File: src/include/frt_pkg.sv
// Constants and types shared by the free-running timer design
package frt_pkg;

    // Register byte addresses (16-bit registers: low byte, high at +1)
    localparam logic [15:0] ADDR_CMP = 16'hff16;
    localparam logic [15:0] ADDR_CNT = 16'hff18;
    localparam logic [15:0] ADDR_CAP = 16'hff1a;
    localparam logic [15:0] ADDR_MODE = 16'hff48;
    localparam logic [15:0] ADDR_DIR = 16'hff22;
    localparam logic [15:0] ADDR_HI_OFS = 16'h0001;

    // Reset values, counter maximum and count step
    localparam logic [15:0] RST_CNT = 16'h0000;
    localparam logic [15:0] RST_CMP = 16'hffff;
    localparam logic [15:0] RST_CAP = 16'h0000;
    localparam logic [7:0] RST_MODE = 8'h00;
    localparam logic [7:0] RST_DIR = 8'hff;
    localparam logic [15:0] CNT_MAX = 16'hffff;
    localparam logic [15:0] CNT_STEP = 16'h0001;

    // Mode register layout; bits 0, 3 and 7 are fixed at zero
    localparam int MODE_TCL_LSB = 1;
    localparam int MODE_CPT_LSB = 4;
    localparam int MODE_TOF_BIT = 6;
    localparam logic [7:0] MODE_WMASK = 8'h36;

    // Trigger pin direction bit in the port direction register
    localparam int DIR_CAP_BIT = 4;

    // Prescaler masks: divide by 2, 4, 16, 256
    localparam logic [7:0] DIV2_MASK = 8'h01;
    localparam logic [7:0] DIV4_MASK = 8'h03;
    localparam logic [7:0] DIV16_MASK = 8'h0f;
    localparam logic [7:0] DIV256_MASK = 8'hff;

    // Latest clock at which a capture lands after its edge
    localparam int CAP_LAT_CYCLES = 2;

    typedef enum logic [1:0] {
        EDGE_OFF,
        EDGE_RISE,
        EDGE_FALL,
        EDGE_BOTH
    } frt_edge_e;

    typedef struct packed {
        logic [15:0] cnt;
        logic [15:0] cmp;
        logic [7:0] mode;
        logic [7:0] dir;
        logic [15:0] rbuf;
        logic held;
        logic [15:0] rdata;
        logic rvalid;
        logic irq;
    } frt_main_s;

    localparam frt_main_s MAIN_RST = '{
        cnt: RST_CNT,
        cmp: RST_CMP,
        mode: RST_MODE,
        dir: RST_DIR,
        rbuf: RST_CNT,
        held: 1'b0,
        rdata: 16'h0000,
        rvalid: 1'b0,
        irq: 1'b0
    };

    typedef struct packed {
        logic [7:0] div;
        logic tick;
    } frt_pre_s;

    typedef struct packed {
        logic pin_d;
        logic [15:0] value;
        logic loaded;
    } frt_cap_s;

endpackage : frt_pkg

File: src/design/frt_capture.sv
// Capture unit: edge select on the trigger pin, latches the count
`timescale 1ns/1ps
module frt_capture (
    // Clock and reset
    input wire logic clk,
    input wire logic rst_n,
    // Trigger pin and its setup
    input wire logic pin,
    input wire logic pin_is_input,
    input wire logic [1:0] edge_sel,
    // Counter to copy
    input wire logic [15:0] count,
    // Captured value
    output logic [15:0] value,
    output logic loaded
);
    frt_pkg::frt_cap_s st_ff;
    frt_pkg::frt_cap_s nxt_st;
    logic rise;
    logic fall;
    logic hit;

    always_comb
    begin
        nxt_st = st_ff;
        nxt_st.pin_d = pin;
        rise = pin & ~st_ff.pin_d;
        fall = ~pin & st_ff.pin_d;
        unique case (frt_pkg::frt_edge_e'(edge_sel))
            frt_pkg::EDGE_OFF: hit = 1'b0;
            frt_pkg::EDGE_RISE: hit = rise;
            frt_pkg::EDGE_FALL: hit = fall;
            frt_pkg::EDGE_BOTH: hit = rise | fall;
        endcase
        hit = hit & pin_is_input;
        nxt_st.loaded = hit;
        if (hit)
            nxt_st.value = count;
    end

    always_ff @(posedge clk or negedge rst_n)
    begin
        if (!rst_n)
        begin
            st_ff.pin_d <= 1'b0;
            st_ff.value <= frt_pkg::RST_CAP;
            st_ff.loaded <= 1'b0;
        end
        else
            st_ff <= nxt_st;
    end

    assign value = st_ff.value;
    assign loaded = st_ff.loaded;
endmodule : frt_capture

File: src/design/frt_prescaler.sv
// Count-clock prescaler: one-cycle tick at the selected division
`timescale 1ns/1ps
module frt_prescaler (
    // Clock and reset
    input wire logic clk,
    input wire logic rst_n,
    // Division select
    input wire logic [1:0] sel,
    // Count pulse
    output logic tick
);
    frt_pkg::frt_pre_s st_ff;
    frt_pkg::frt_pre_s nxt_st;
    logic [7:0] mask;

    always_comb
    begin
        nxt_st = st_ff;
        unique case (sel)
            2'h0: mask = frt_pkg::DIV2_MASK;
            2'h1: mask = frt_pkg::DIV4_MASK;
            2'h2: mask = frt_pkg::DIV16_MASK;
            2'h3: mask = frt_pkg::DIV256_MASK;
        endcase
        nxt_st.div = st_ff.div + 8'h01;
        nxt_st.tick = ((st_ff.div & mask) == mask);
    end

    always_ff @(posedge clk or negedge rst_n)
    begin
        if (!rst_n)
            st_ff <= '0;
        else
            st_ff <= nxt_st;
    end

    assign tick = st_ff.tick;
endmodule : frt_prescaler

File: src/design/frt_timer.sv
// Free-running 16-bit timer with compare, capture and read buffer
`timescale 1ns/1ps
module frt_timer (
    // Clock and reset
    input wire logic SYS_CLK,
    input wire logic RESETN,
    // CPU memory access
    input wire logic [15:0] ADDR,
    input wire logic WR_EN,
    input wire logic RD_EN,
    input wire logic WIDE,
    input wire logic [15:0] WDATA,
    input wire logic [7:0] WMASK,
    output logic [15:0] RDATA,
    output logic RVALID,
    // Trigger pin
    input wire logic CAPTURE_PIN,
    // Interrupt request and port 2 buffers
    output logic COMPARE_IRQ,
    output logic [7:0] PORT2_OE_N
);
    logic rst_meta_ff;
    logic rst_n_ff;
    frt_pkg::frt_main_s st_ff;
    frt_pkg::frt_main_s nxt_st;
    logic tick;
    logic [15:0] cap_value;
    logic cap_loaded;
    logic ovf;
    logic [7:0] wmask_eff;
    logic [7:0] whi_data;

    function automatic logic [7:0] merge8(
        input logic [7:0] old_v,
        input logic [7:0] new_v,
        input logic [7:0] mask
    );
        merge8 = (old_v & ~mask) | (new_v & mask);
    endfunction : merge8

    function automatic logic hit_hi(
        input logic [15:0] addr,
        input logic wide,
        input logic [15:0] base
    );
        hit_hi = wide ? (addr == base)
                      : (addr == base + frt_pkg::ADDR_HI_OFS);
    endfunction : hit_hi

    // Reset release through two flops
    always_ff @(posedge SYS_CLK or negedge RESETN)
    begin
        if (!RESETN)
        begin
            rst_meta_ff <= 1'b0;
            rst_n_ff <= 1'b0;
        end
        else
        begin
            rst_meta_ff <= 1'b1;
            rst_n_ff <= rst_meta_ff;
        end
    end

    frt_prescaler u_pre (
        .clk(SYS_CLK),
        .rst_n(rst_n_ff),
        .sel(st_ff.mode[frt_pkg::MODE_TCL_LSB +: 2]),
        .tick(tick)
    );

    frt_capture u_cap (
        .clk(SYS_CLK),
        .rst_n(rst_n_ff),
        .pin(CAPTURE_PIN),
        .pin_is_input(st_ff.dir[frt_pkg::DIR_CAP_BIT]),
        .edge_sel(st_ff.mode[frt_pkg::MODE_CPT_LSB +: 2]),
        .count(st_ff.cnt),
        .value(cap_value),
        .loaded(cap_loaded)
    );

    always_comb
    begin
        nxt_st = st_ff;
        wmask_eff = WIDE ? 8'hff : WMASK;
        whi_data = WIDE ? WDATA[15:8] : WDATA[7:0];

        // no stop gating on the count
        if (tick)
            nxt_st.cnt = st_ff.cnt + frt_pkg::CNT_STEP;
        ovf = tick && (st_ff.cnt == frt_pkg::CNT_MAX);

        if (WR_EN && ADDR == frt_pkg::ADDR_CMP)
            nxt_st.cmp[7:0] = merge8(st_ff.cmp[7:0], WDATA[7:0], wmask_eff);
        if (WR_EN && hit_hi(ADDR, WIDE, frt_pkg::ADDR_CMP))
            nxt_st.cmp[15:8] = merge8(st_ff.cmp[15:8], whi_data, wmask_eff);

        // bit or byte writes to mode
        if (WR_EN && !WIDE && ADDR == frt_pkg::ADDR_MODE)
        begin
            nxt_st.mode = merge8(st_ff.mode, WDATA[7:0],
                                 WMASK & frt_pkg::MODE_WMASK);
            // software clears flag by writing zero
            nxt_st.mode[frt_pkg::MODE_TOF_BIT] =
                st_ff.mode[frt_pkg::MODE_TOF_BIT]
                & ~(WMASK[frt_pkg::MODE_TOF_BIT]
                    & ~WDATA[frt_pkg::MODE_TOF_BIT]);
        end
        if (ovf)
            nxt_st.mode[frt_pkg::MODE_TOF_BIT] = 1'b1;

        if (WR_EN && !WIDE && ADDR == frt_pkg::ADDR_DIR)
            nxt_st.dir = merge8(st_ff.dir, WDATA[7:0], WMASK);

        // buffer follows the count until frozen
        if (!st_ff.held)
            nxt_st.rbuf = st_ff.cnt;

        nxt_st.irq = (st_ff.cnt == st_ff.cmp);

        nxt_st.rvalid = RD_EN;
        if (RD_EN)
        begin
            unique case (ADDR)
                frt_pkg::ADDR_CMP:
                    nxt_st.rdata = WIDE ? st_ff.cmp : {8'h00, st_ff.cmp[7:0]};
                frt_pkg::ADDR_CMP + frt_pkg::ADDR_HI_OFS:
                    nxt_st.rdata = {8'h00, WIDE ? 8'h00 : st_ff.cmp[15:8]};
                frt_pkg::ADDR_CAP:
                    nxt_st.rdata = WIDE ? cap_value : {8'h00, cap_value[7:0]};
                frt_pkg::ADDR_CAP + frt_pkg::ADDR_HI_OFS:
                    nxt_st.rdata = {8'h00, WIDE ? 8'h00 : cap_value[15:8]};
                frt_pkg::ADDR_CNT:
                begin
                    if (WIDE)
                        nxt_st.rdata = st_ff.cnt;
                    else
                    begin
                        nxt_st.rdata = {8'h00, st_ff.cnt[7:0]};
                        nxt_st.rbuf = st_ff.cnt;
                        nxt_st.held = 1'b1;
                    end
                end
                frt_pkg::ADDR_CNT + frt_pkg::ADDR_HI_OFS:
                begin
                    if (WIDE)
                        nxt_st.rdata = 16'h0000;
                    else
                    begin
                        nxt_st.rdata = {8'h00, st_ff.held ? st_ff.rbuf[15:8]
                                                          : st_ff.cnt[15:8]};
                        nxt_st.held = 1'b0;
                    end
                end
                frt_pkg::ADDR_MODE:
                    nxt_st.rdata = {8'h00, st_ff.mode};
                frt_pkg::ADDR_DIR:
                    nxt_st.rdata = {8'h00, st_ff.dir};
                default:
                    nxt_st.rdata = 16'h0000;
            endcase
        end
    end

    always_ff @(posedge SYS_CLK or negedge rst_n_ff)
    begin
        if (!rst_n_ff)
            st_ff <= frt_pkg::MAIN_RST;
        else
            st_ff <= nxt_st;
    end

    assign RDATA = st_ff.rdata;
    assign RVALID = st_ff.rvalid;
    assign COMPARE_IRQ = st_ff.irq;
    assign PORT2_OE_N = st_ff.dir;
endmodule : frt_timer

File: config.mk
export PLATFORM = sky130hd
export DESIGN_NAME = frt_timer
export DESIGN_NICKNAME = d
export VERILOG_FILES = /design/src/include/frt_pkg.sv /design/src/design/frt_capture.sv /design/src/design/frt_prescaler.sv /design/src/design/frt_timer.sv
export SDC_FILE = /design/constraint.sdc
export NUM_CORES = 1
export LEC_CHECK = 0
export BUFFER_PORTS_ARGS = -buffer_cell sky130_fd_sc_hd__buf_2
export CORE_MARGIN = 8
export CORE_UTILIZATION = 45
export CTS_CLUSTER_DIAMETER = 60
export DETAILED_ROUTE_END_ITERATION = 12
export PLACE_DENSITY = 0.74
export REMOVE_ABC_BUFFERS = 1
export SLEW_MARGIN = 0
export SYNTH_ARGS = -nofsm -noshare
export SYNTH_HDL_FRONTEND = slang
export SYNTH_SLANG_ARGS = --single-unit
File: constraint.sdc
create_clock -name SYS_CLK -period 4.7 [get_ports SYS_CLK]
set_input_delay 0.94 -clock SYS_CLK [delete_from_list [all_inputs] [get_ports SYS_CLK]]
set_output_delay 0.94 -clock SYS_CLK [all_outputs]
set_load 0.01 [all_outputs]
==> out/metrics.cfg, run 1 <==
[setup_path]
path_max_fanout=16
cp.required_ns=4.96
r2r_start=st_ff[18]
start_kind=input pin
end_kind=flip-flop
r2r-end=RDATA[3]
rrSetupSlack_ns=2.52
arrival_ns=3.31
critPathKind=in2reg
rr_worst_depth=5

[drt]
post_drt_via_cell_ratio=6.04
drtIter0Drc=429
drc=0
vias=4188
drt-wirelength-per-cell_um=20.6
firstDrtPassIters=5
drt-total-wl_mm=14.3
drt.antenna.violating_nets=0

[floorplanning]
core_um2=12000
ioPinCount=72
initial_core_util=0.458
dieArea_um2=16000
die_y_um=126
die-width_um=126
rows=40

[cts]
cts_hold_buf=0
cts.sinks=100
cts_resized=0
clock_path_buffers=2
numCtsBuffers=9
htreeDepth=3
cts_setup_buffers=0
cts_tree=done
clk_root_buffer_cell=clkbuf_16
insertion_delay_ns=0.35
cts.clk_slew.worst_paths_ns=0.07

[timing]
setup_viol=0
tns_ns=0
finalCritPeriodShare=0.649
timing.hold.ws_ns=0.355
worst_clock_skew_ns=0.00674
hold_viol=0
max_freq_mhz=328
period_needed_ns=3.05
maxSlewHeadroom=0.365
rsz0062_at_grt=false
finalMaxSlewViolations=0
tightest_slew_ns=0.946

[logic_synthesis]
syn_inst=508
synth_edf_count=0
syn-cell-area_um2=5480
synth_seq_cells=100
async_flop_share=1.00
synth_cell_types=60
yosys_warnings=0
syn_area_per_cell_um2=10.8
synthFlopType=dfrtp_1
yosysSeqAreaShare=0.462

[power]
pwr_density_cell_nw_per_um2=278
ir_drop_mv=0.198
p_leak_nw=2.60

[cells_and_area]
fillers=1087
multiInputGateArea_um2=2570
mostFrequentLayoutCell=dfrtp_1
layout-drive-gt1-share=0.326
antenna_cells=0
regArea_um2=2540
nets=591
syn_to_final_growth_pct=10.2
final_cell_mix=dfrtp_1 (75), buf_2 (71), mux2_2 (48), xnor2_1 (31), nand2_1 (31)

[global_route]
grt_util_all_layers=0.180
first_global_vias=4152
antenna_found_initial=0
grt_pass1_wl_mm=22.8
grt_max_degree=63
grt-ovfl-total=0

[status]
status=completed

[hold_path]
hp-class=in2async

[place]
hpwl_mm=10.5
portBuffers=71
gp_congestion=0.908

[job]
drv_cap=0

-- metrics by stage --
stage	util	cell area, µm²	setup WS [ns]	std cells	power, mW
3_5_place_dp	0.481	5750	1.36	677	0.971
5_1_grt	0.505	6040	1.48	693	1.73
4_1_cts	0.505	6040	1.73	693	1.69
2_1_floorplan	-	5180	1.60	455	0.922
6_report	0.505	6040	1.65	693	1.68
3_3_place_gp	0.481	5750	1.47	677	0.969
-- area by class of cell --
| type | count | share of cell area |
|---|---|---|
| Clock inverter | 4 | 0.00518 |
| Sequential cell | 100 | 0.420 |
| Clock buffer | 12 | 0.0427 |
| Multi-Input combinational cell | 336 | 0.426 |
| Tap cell | 147 | 0.0305 |
| Inverter | 19 | 0.0118 |
| Timing Repair Buffer | 75 | 0.0638 |
-- where the power goes --
part / switching [mW] / internal, mW
clock network: 0.326 / 0.395
registers: 0.0139 / 0.865
logic: 0.0473 / 0.0292
-- Yosys cell counts (all sizes together) (2+ instances only) --
| cell | number | area, µm² |
|---|---|---|
| a2111oi | 2 | 17.5 |
| a21oi | 19 | 95.1 |
| a222oi | 11 | 110 |
| a22o | 4 | 35.0 |
| a22oi | 6 | 45.0 |
| a31oi | 2 | 12.5 |
| a32o | 3 | 30.0 |
| a32oi | 5 | 43.8 |
| and2 | 4 | 25.0 |
| and3 | 12 | 75.1 |
| and4 | 2 | 17.5 |
| buf | 34 | 233 |
| clkbuf | 19 | 71.3 |
| dfrtp | 76 | 1900 |
| dfstp | 24 | 631 |
| ha | 4 | 50.1 |
| inv | 19 | 71.3 |
| mux2 | 50 | 563 |
| mux2i | 4 | 40.0 |
| nand2 | 32 | 128 |
| nand2b | 11 | 68.8 |
| nand3 | 7 | 40.0 |
| nand3b | 2 | 15.0 |
| nand4 | 14 | 93.8 |
| nand4bb | 2 | 22.5 |
| nor2 | 12 | 45.0 |
| nor2b | 8 | 50.1 |
| nor3 | 13 | 70.1 |
| nor4 | 10 | 141 |
| o21ai | 12 | 63.8 |
| o22ai | 27 | 169 |
| or3 | 2 | 12.5 |
| or4b | 6 | 63.8 |
| xnor2 | 31 | 272 |
| xor2 | 7 | 61.3 |
-- per-layer routing --
metal,GRT usage,share of wire,routed length [µm]
met3,0.0461,0.076,1090
met4,0.0566,0.014,207
met5,0,0,0
met2,0.269,0.45,6490
met1,0.250,0.46,6510
-- worst max-delay path by stage --
| stage | depth (start not counted) | to | start |
|---|---|---|---|
| after global placement | 6 | flip-flop | ADDR[14] |
| after CTS | 6 | flip-flop | ADDR[14] |
| final | 6 | flip-flop | ADDR[14] |
| after detailed placement | 6 | flip-flop | ADDR[14] |
| after floorplan | 5 | st_ff[27] | ADDR[11] |
| after global routing | 6 | flip-flop | ADDR[14] |
-- logic make-up after synthesis --
| logic type | Yosys count | synth area share |
|---|---|---|
| AOI/OAI and AO/OA | 99 | 0.126 |
| and+or+nand+nor | 140 | 0.163 |
| buffers and inverters | 72 | 0.0685 |
| xor gates and xnor gates | 38 | 0.0607 |
| adders and majority gates | 4 | 0.00913 |
| muxes | 54 | 0.110 |
| other | 1 | 0.000684 |
| DFF | 100 | 0.462 |
-- critical path, cell delays in order --
cell and delay [ns]:
buf_2 0.09, nand4_2 0.49, nor4_4 1.00, nand3_1 0.45, o22ai_1 0.27, a21oi_1 0.06
No activity file was read; power rests on OpenSTA's default activity.
==> inputs of run 2 (changes only) <==
--- a/config.mk
+++ b/config.mk
@@ -5,12 +5,13 @@
 export SDC_FILE = /design/constraint.sdc
 export NUM_CORES = 1
 export LEC_CHECK = 0
+export ABC_AREA = 1
 export BUFFER_PORTS_ARGS = -buffer_cell sky130_fd_sc_hd__buf_2
 export CORE_MARGIN = 8
 export CORE_UTILIZATION = 45
 export CTS_CLUSTER_DIAMETER = 60
 export DETAILED_ROUTE_END_ITERATION = 12
-export PLACE_DENSITY = 0.74
+export PLACE_DENSITY = 0.76
 export REMOVE_ABC_BUFFERS = 1
 export SLEW_MARGIN = 0
 export SYNTH_ARGS = -nofsm -noshare
==> constraint.sdc (replaced) <==
create_clock -name SYS_CLK -period 2.7 [get_ports SYS_CLK]
set_input_delay 0.54 -clock SYS_CLK [delete_from_list [all_inputs] [get_ports SYS_CLK]]
set_output_delay 0.54 -clock SYS_CLK [all_outputs]
set_load 0.01 [all_outputs]
==> run 2 against run 1 <==
  * Die area increased by 6.6%
  * Non-clock buffer count grew 13
  * Global-route usage grew 1.5 points
  * Worst setup slack worse by 0.92 ns
  * Clock power grew 90%
  * Sequential share of layout area decreased by 3.7 points
  * Cell area up 9.5%
  * Register-to-register slack got worse by 1.8 ns
  * Clock-buffer cell count decreased by 1
  * Clock skew rose by 0.0040 ns
==> out/metrics.cfg, run 2 <==
[status]
status=completed

[hold_path]
hp-class=reg2async

[drt]
wl_met3_mm=1.15  ; +5.1%
drt.antenna.violating_nets=0  ; unchanged
post_drt_via_cell_ratio=5.17  ; -14%
drt-total-wl_mm=15.5  ; +8.1%
drt-wirelength-per-cell_um=15.4  ; -25%
drtIter0Drc=428  ; -0.23%
drc=0  ; unchanged
dr_wl_met2_mm=7.21  ; +11%
firstDrtPassIters=5  ; unchanged
drt-met1-wl_mm=6.71  ; +3.1%
vias=5194  ; +24%
highest_layer=met4

[logic_synthesis]
synthFlopType=dfrtp_1
syn-cell-area_um2=5890  ; +7.5%
syn_area_per_cell_um2=7.60  ; -30%
async_flop_share=1.00  ; unchanged
synth_cell_types=36  ; -40%
yosys_warnings=0  ; unchanged
synth_edf_count=0  ; unchanged
syn_inst=775  ; +53%
yosys-top-cells-count=nand2_1 (225), nand3_1 (92), dfrtp_1 (76), inv_1 (67), nor2_1 (56)
yosysMostFrequentCell=nand2_1
synth_seq_cells=100  ; unchanged
yosysTopAreaCellShare=0.323  ; -0.0243
synth_top_area_cell=dfrtp_1
synthTopCellsByArea=dfrtp_1 (32%), nand2_1 (14%), dfstp_2 (11%)
yosysSeqAreaShare=0.430  ; -0.0324

[cts]
cts.sinks=100  ; unchanged
clk_root_buffer_cell=clkbuf_16
cts_setup_buffers=0  ; unchanged
clock_path_buffers=2  ; unchanged
cts_tree=done
cts.clk_slew.worst_paths_ns=0.07  ; about the same
htreeDepth=3  ; unchanged
numCtsBuffers=9  ; unchanged
insertion_delay_ns=0.36  ; about the same

[cells_and_area]
fin_util=0.507  ; +0.00268
final_cell_mix=nand2_1 (225), nand3_1 (92), dfrtp_1 (75), buf_2 (71), inv_1 (67)
fillers=1308  ; +20%
layout-drive-gt1-share=0.214  ; -0.112
mostFrequentLayoutCell=nand2_1
antenna_cells=0  ; unchanged
nets=874  ; +48%
syn_to_final_growth_pct=12.2

[power]
p_leak_nw=3.41  ; +31%
power_mw=3.22  ; +92%
ir_drop_mv=0.441  ; +120%
comb_power_share=0.074  ; +0.028
sw_frac_of_total=0.252  ; +0.0211
pwr_density_cell_nw_per_um2=486  ; +75%
pwr-share-seq=0.501  ; -0.023
intPower_mw=2.41  ; +87%
clock_power_share=0.425  ; -0.005
power_switching_uw=811  ; +110%

[floorplanning]
die-width_um=130  ; +3.2%
initial_core_util=0.452  ; -0.00597
core_um2=13000  ; +9.0%
rows=42  ; +5.0%
ioPinCount=72  ; unchanged
dieArea_um2=17000  ; +6.6%
die_y_um=130  ; +3.2%

[global_route]
grt_util_all_layers=0.195  ; +0.0147
antenna_found_initial=0  ; unchanged
grt_pass1_wl_mm=25.9  ; +13%
grt_max_degree=47  ; -25%
first_global_vias=5061  ; +22%
grt-ovfl-total=0  ; unchanged

[setup_path]
rr_worst_depth=8  ; +3
r2r-end=u_cap.value[15]
critPathKind=reg2reg
arrival_ns=2.21  ; -1.10 ns
rrSetupSlack_ns=0.73  ; -1.79 ns
cp-startpoint=u_cap.st_ff[17]
crit_end=u_cap.value[15]
cp.required_ns=2.94  ; -2.02 ns
path_max_fanout=19  ; +3
end_kind=flip-flop
start_kind=flip-flop
r2r_start=u_cap.st_ff[17]

[timing]
hold_viol=0  ; unchanged
finalCritPeriodShare=0.731
maxSlewHeadroom=0.534  ; +0.170
finalMaxSlewViolations=0  ; unchanged
tightest_slew_ns=0.697  ; -0.249 ns
worst_clock_skew_ns=0.0107  ; +0.00397 ns
period_needed_ns=1.97
max_freq_mhz=507
rsz0062_at_grt=false
setup_viol=0  ; unchanged
fin_ws_ns=0.728  ; -0.921 ns
timing.hold.ws_ns=0.240  ; -0.115 ns

[place]
gp_congestion=0.912  ; +0.37%
portBuffers=71  ; unchanged
hpwl_mm=11.3  ; +7.7%
preCtsSetupSlack_ns=0.437  ; -0.918 ns

[job]
drv_cap=0  ; unchanged

-- run 2: cell count changes in the layout (fill, tap and decap cells not counted), sizes merged, moves of 48 or more --
cell,change
nor2,+57
inv,+54
mux2,-48
nand3,+85
nand2,+210
o21ai,+49
-- run 2: cell families after synthesis --
logic type               synth area share
AND/OR/NAND/NOR                     0.353
buffers and inverters               0.101
flip-flops                          0.430
AO/OA/AOI/OAI                      0.0578
XOR/XNOR                           0.0461
adder cells (fa/ha/maj)           0.00849
multiplexers                      0.00382
other                            0.000636
-- run 2: how the worst min path moves through the flow --
| stage | end | cells past startpoint | slack, ns | from |
|---|---|---|---|---|
| finish | u_cap.value[3] | 0 | 0.24 | rst_n_ff |
| global route | RDATA[1] | 0 | 0.27 | rst_n_ff |
| CTS | u_cap.value[3] | 0 | 0.25 | rst_n_ff |
| detailed placement | u_cap.value[0] | 0 | 0.24 | rst_n_ff |
| global placement | st_ff[74] | 0 | 0.24 | rst_n_ff |
| floorplan | rst_meta_ff | 0 | 0.24 | RESETN |
-- run 2: layer usage --
layer  track usage  vias up
met4        0.0756        0
met3        0.0377       27
met5             0        -
met2         0.307      207
li1              -     2537
met1         0.261     2423
-- run 2: area by class of cell --
cell class              instances  area (µm²)  area share
repair buffers                 88         498      0.0753
multi-input cells             550        2770       0.418
inverters                      75         282      0.0426
clock inverters                 5        57.6     0.00870
clock buffers                  11         253      0.0382
well taps                     176         220      0.0333
flip-flops and latches        100        2540       0.383
-- run 2: per-stage QoR --
step | TNS (ns) | instance area [µm²] | std cells
6_report | 0 | 6610 | 1005
5_1_grt | 0 | 6610 | 1005
4_1_cts | 0 | 6610 | 1005
3_5_place_dp | 0 | 6290 | 988
3_3_place_gp | 0 | 6290 | 988
2_1_floorplan | -18.49 | 5580 | 725
-- run 2: power by group through the flow --
stage / combinational (mW) / clock [mW] / sequential [mW]
floorplan: 0.122 / 0 / 1.62
global placement: 0.234 / 0 / 1.64
detailed placement: 0.237 / 0 / 1.64
CTS: 0.240 / 1.38 / 1.61
global route: 0.272 / 1.42 / 1.61
finish: 0.238 / 1.37 / 1.61
-- run 2: what timing repair did --
item / in CTS / in global routing
hold buffers: 1 / 0
hold endpoints to repair: 2 / 0
resized for setup: 0 / 0
-- run 2: critical path, stage by stage (launching register included) --
cell and delay [ns]:
dfrtp_1 0.38, ha_1 0.28, a21oi_1 0.13, o21ai_0 0.09, nand2_1 0.06, nand2_1 0.40
buf_4 0.36, nand2_1 0.06, o21ai_0 0.08
==> inputs of run 3 (changes only) <==
--- a/config.mk
+++ b/config.mk
@@ -11,7 +11,7 @@
 export CORE_UTILIZATION = 45
 export CTS_CLUSTER_DIAMETER = 60
 export DETAILED_ROUTE_END_ITERATION = 12
-export PLACE_DENSITY = 0.76
+export PLACE_DENSITY = 0.73
 export REMOVE_ABC_BUFFERS = 1
 export SLEW_MARGIN = 0
 export SYNTH_ARGS = -nofsm -noshare
==> constraint.sdc (replaced) <==
create_clock -name SYS_CLK -period 2.05 [get_ports SYS_CLK]
set_input_delay 0.41 -clock SYS_CLK [delete_from_list [all_inputs] [get_ports SYS_CLK]]
set_output_delay 0.41 -clock SYS_CLK [all_outputs]
set_load 0.01 [all_outputs]
==> run 3 against run 2 <==
  * First-iteration DRC count grew 18%
  * Worst setup slack got worse by 0.45 ns
  * Sequential share of layout area down 0.41 points
  * Fmax up 11%
  * Flip-flop and latch count is the same
  * Critical path type unchanged
  * Critical endpoint is now st_ff[79]
  * Highest routed layer unchanged
==> out/metrics.cfg, run 3 (synthesized netlist as in run 2, its figures left out) <==
[place]
portBuffers=71  ; unchanged
placed_area_um2=6370  ; +1.2%
hpwl_mm=11.6  ; +2.0%
gp_congestion=0.894  ; -2.0%

[cells_and_area]
mostFrequentLayoutCell=nand2_1
multiInputGateArea_um2=2770  ; unchanged
regArea_um2=2540  ; unchanged
antenna_cells=0  ; unchanged
final_cell_mix=nand2_1 (225), nand3_1 (92), dfrtp_1 (75), buf_2 (71), inv_1 (67)
layout-drive-gt1-share=0.215  ; +0.00180
nets=881  ; +0.80%
fillers=1310  ; +0.15%
syn_to_final_growth_pct=13.4
final_cell_area_um2=6690  ; +1.1%

[drt]
drt-total-wl_mm=15.4  ; about the same
drc=0  ; unchanged
post_drt_via_cell_ratio=5.17  ; about the same
firstDrtPassIters=6  ; +1
drt-wirelength-per-cell_um=15.3  ; -0.77%
drtIter0Drc=503  ; +18%
vias=5228  ; +0.65%
drt.antenna.violating_nets=0  ; unchanged

[power]
ir_drop_mv=0.398  ; -9.9%
p_leak_nw=3.44  ; +0.97%
sw_frac_of_total=0.241  ; -0.0108
comb_power_share=0.081  ; +0.007
pwr-share-seq=0.504  ; +0.003
clock_power_share=0.415  ; -0.010
power_switching_mw=1.01  ; +24%
pwr_density_cell_nw_per_um2=625  ; +28%
intPower_mw=3.17  ; +32%

[global_route]
grt_max_degree=52  ; +11%
first_global_vias=5007  ; -1.1%
grt_util_all_layers=0.193  ; -0.00197
grt-ovfl-total=0  ; unchanged
antenna_found_initial=0  ; unchanged
grt_pass1_wl_mm=25.7  ; -0.69%

[setup_path]
cpMaxStageDelayCell=dfrtp_1
start_kind=flip-flop
path_max_fanout=6  ; -13
arrival_ns=2.00  ; -0.21 ns
path_cells=ha_1 -> nand2_1 -> nor2_1 -> nand3_1 -> nor3_1 -> nand3_1 -> xor2_1
cp.required_ns=2.28  ; -0.66 ns
critPathMostFrequentCell=nand3_1
critPathKind=reg2reg
max_stage_delay_ns=0.50  ; +0.10 ns
path_buf_inv=0  ; -1
critPathTopFamily=simple AND/OR/NAND/NOR gates
end_kind=flip-flop
path_depth=7  ; -1
rr_worst_depth=7  ; -1

[floorplanning]
initial_core_util=0.452  ; unchanged
ioPinCount=72  ; unchanged
die_y_um=130  ; unchanged
core_um2=13000  ; unchanged
die-width_um=130  ; unchanged
dieArea_um2=17000  ; unchanged
rows=42  ; unchanged

[timing]
rsz0062_at_grt=false
finalMaxSlewViolations=0  ; unchanged
hold_viol=0  ; unchanged
timing.hold.ws_ns=0.203  ; -0.0379 ns
worst_clock_skew_ns=0.00956  ; -0.00114 ns
period_needed_ns=1.78  ; -0.195 ns
setup_viol=0  ; unchanged
finalCritPeriodShare=0.867  ; +0.136
max_freq_mhz=563  ; +11%

[job]
drv_cap=0  ; unchanged

[cts]
cts.clk_slew.worst_paths_ns=0.06  ; about the same
numCtsBuffers=9  ; unchanged
cts_resized=0  ; unchanged
insertion_delay_ns=0.35  ; about the same
htreeDepth=3  ; unchanged
cts_tree=done
cts.sinks=100  ; unchanged
clock_path_buffers=2  ; unchanged
clk_root_buffer_cell=clkbuf_16

[hold_path]
hp-class=in2reg
min_path_cells=1

[status]
status=completed

## run 3: through the flow
step / instances / util / total power [mW] / TNS (ns) / setup WS (ns)
floorplan: 725 / - / 2.29 / -74.88 / -0.900
finish: 1012 / 0.513 / 4.18 / 0 / 0.273
CTS: 1012 / 0.513 / 4.19 / 0 / 0.257
detailed placement: 995 / 0.489 / 2.47 / 0 / 0.161
global route: 1012 / 0.513 / 4.30 / 0 / 0.116
global placement: 995 / 0.489 / 2.47 / 0 / 0.224
## run 3: cell type report
| cell class | count | area share |
|---|---|---|
| tap | 176 | 0.0329 |
| sequential | 100 | 0.379 |
| timing repair buffer | 95 | 0.0861 |
| multi-input combinational | 550 | 0.414 |
| inverter | 75 | 0.0421 |
| clock buffer | 16 | 0.0455 |
## run 3: metal layers
metal  global-route usage  vias up  wire (µm)
li1                     -     2565          -
met1                0.257     2450       6730
met2                0.312      191       7390
met3               0.0300       22       1040
met4               0.0716        0        287
met5                    0        -          0
## run 3: what timing repair did
action / in CTS / in global routing
setup buffers: 0 / 0
setup endpoints to repair: 0 / 0
hold endpoints to repair: 2 / 0
hold buffers: 1 / 0
## run 3: path summary, 6_finish.rpt
path	startpoint	endpoint	slack, ns
setup / recovery	st_ff[67]	st_ff[79]	0.27
hold / removal	CAPTURE_PIN	u_cap.st_ff[17]	0.20
setup reg to reg	st_ff[67]	st_ff[79]	0.27
hold reg to reg	rst_n_ff	async pin	0.32
max in group asynchronous	rst_n_ff	async pin	1.44
min in group asynchronous	rst_n_ff	async pin	0.32
## run 3: power groups by stage
| stage | sequential [mW] | combinational [mW] | clock, mW |
|---|---|---|---|
| 2_1_floorplan | 2.13 | 0.160 | 0 |
| 4_1_cts | 2.10 | 0.340 | 1.75 |
| 3_5_place_dp | 2.14 | 0.336 | 0 |
| 5_1_grt | 2.11 | 0.385 | 1.81 |
| 3_3_place_gp | 2.13 | 0.331 | 0 |
| 6_report | 2.10 | 0.336 | 1.74 |
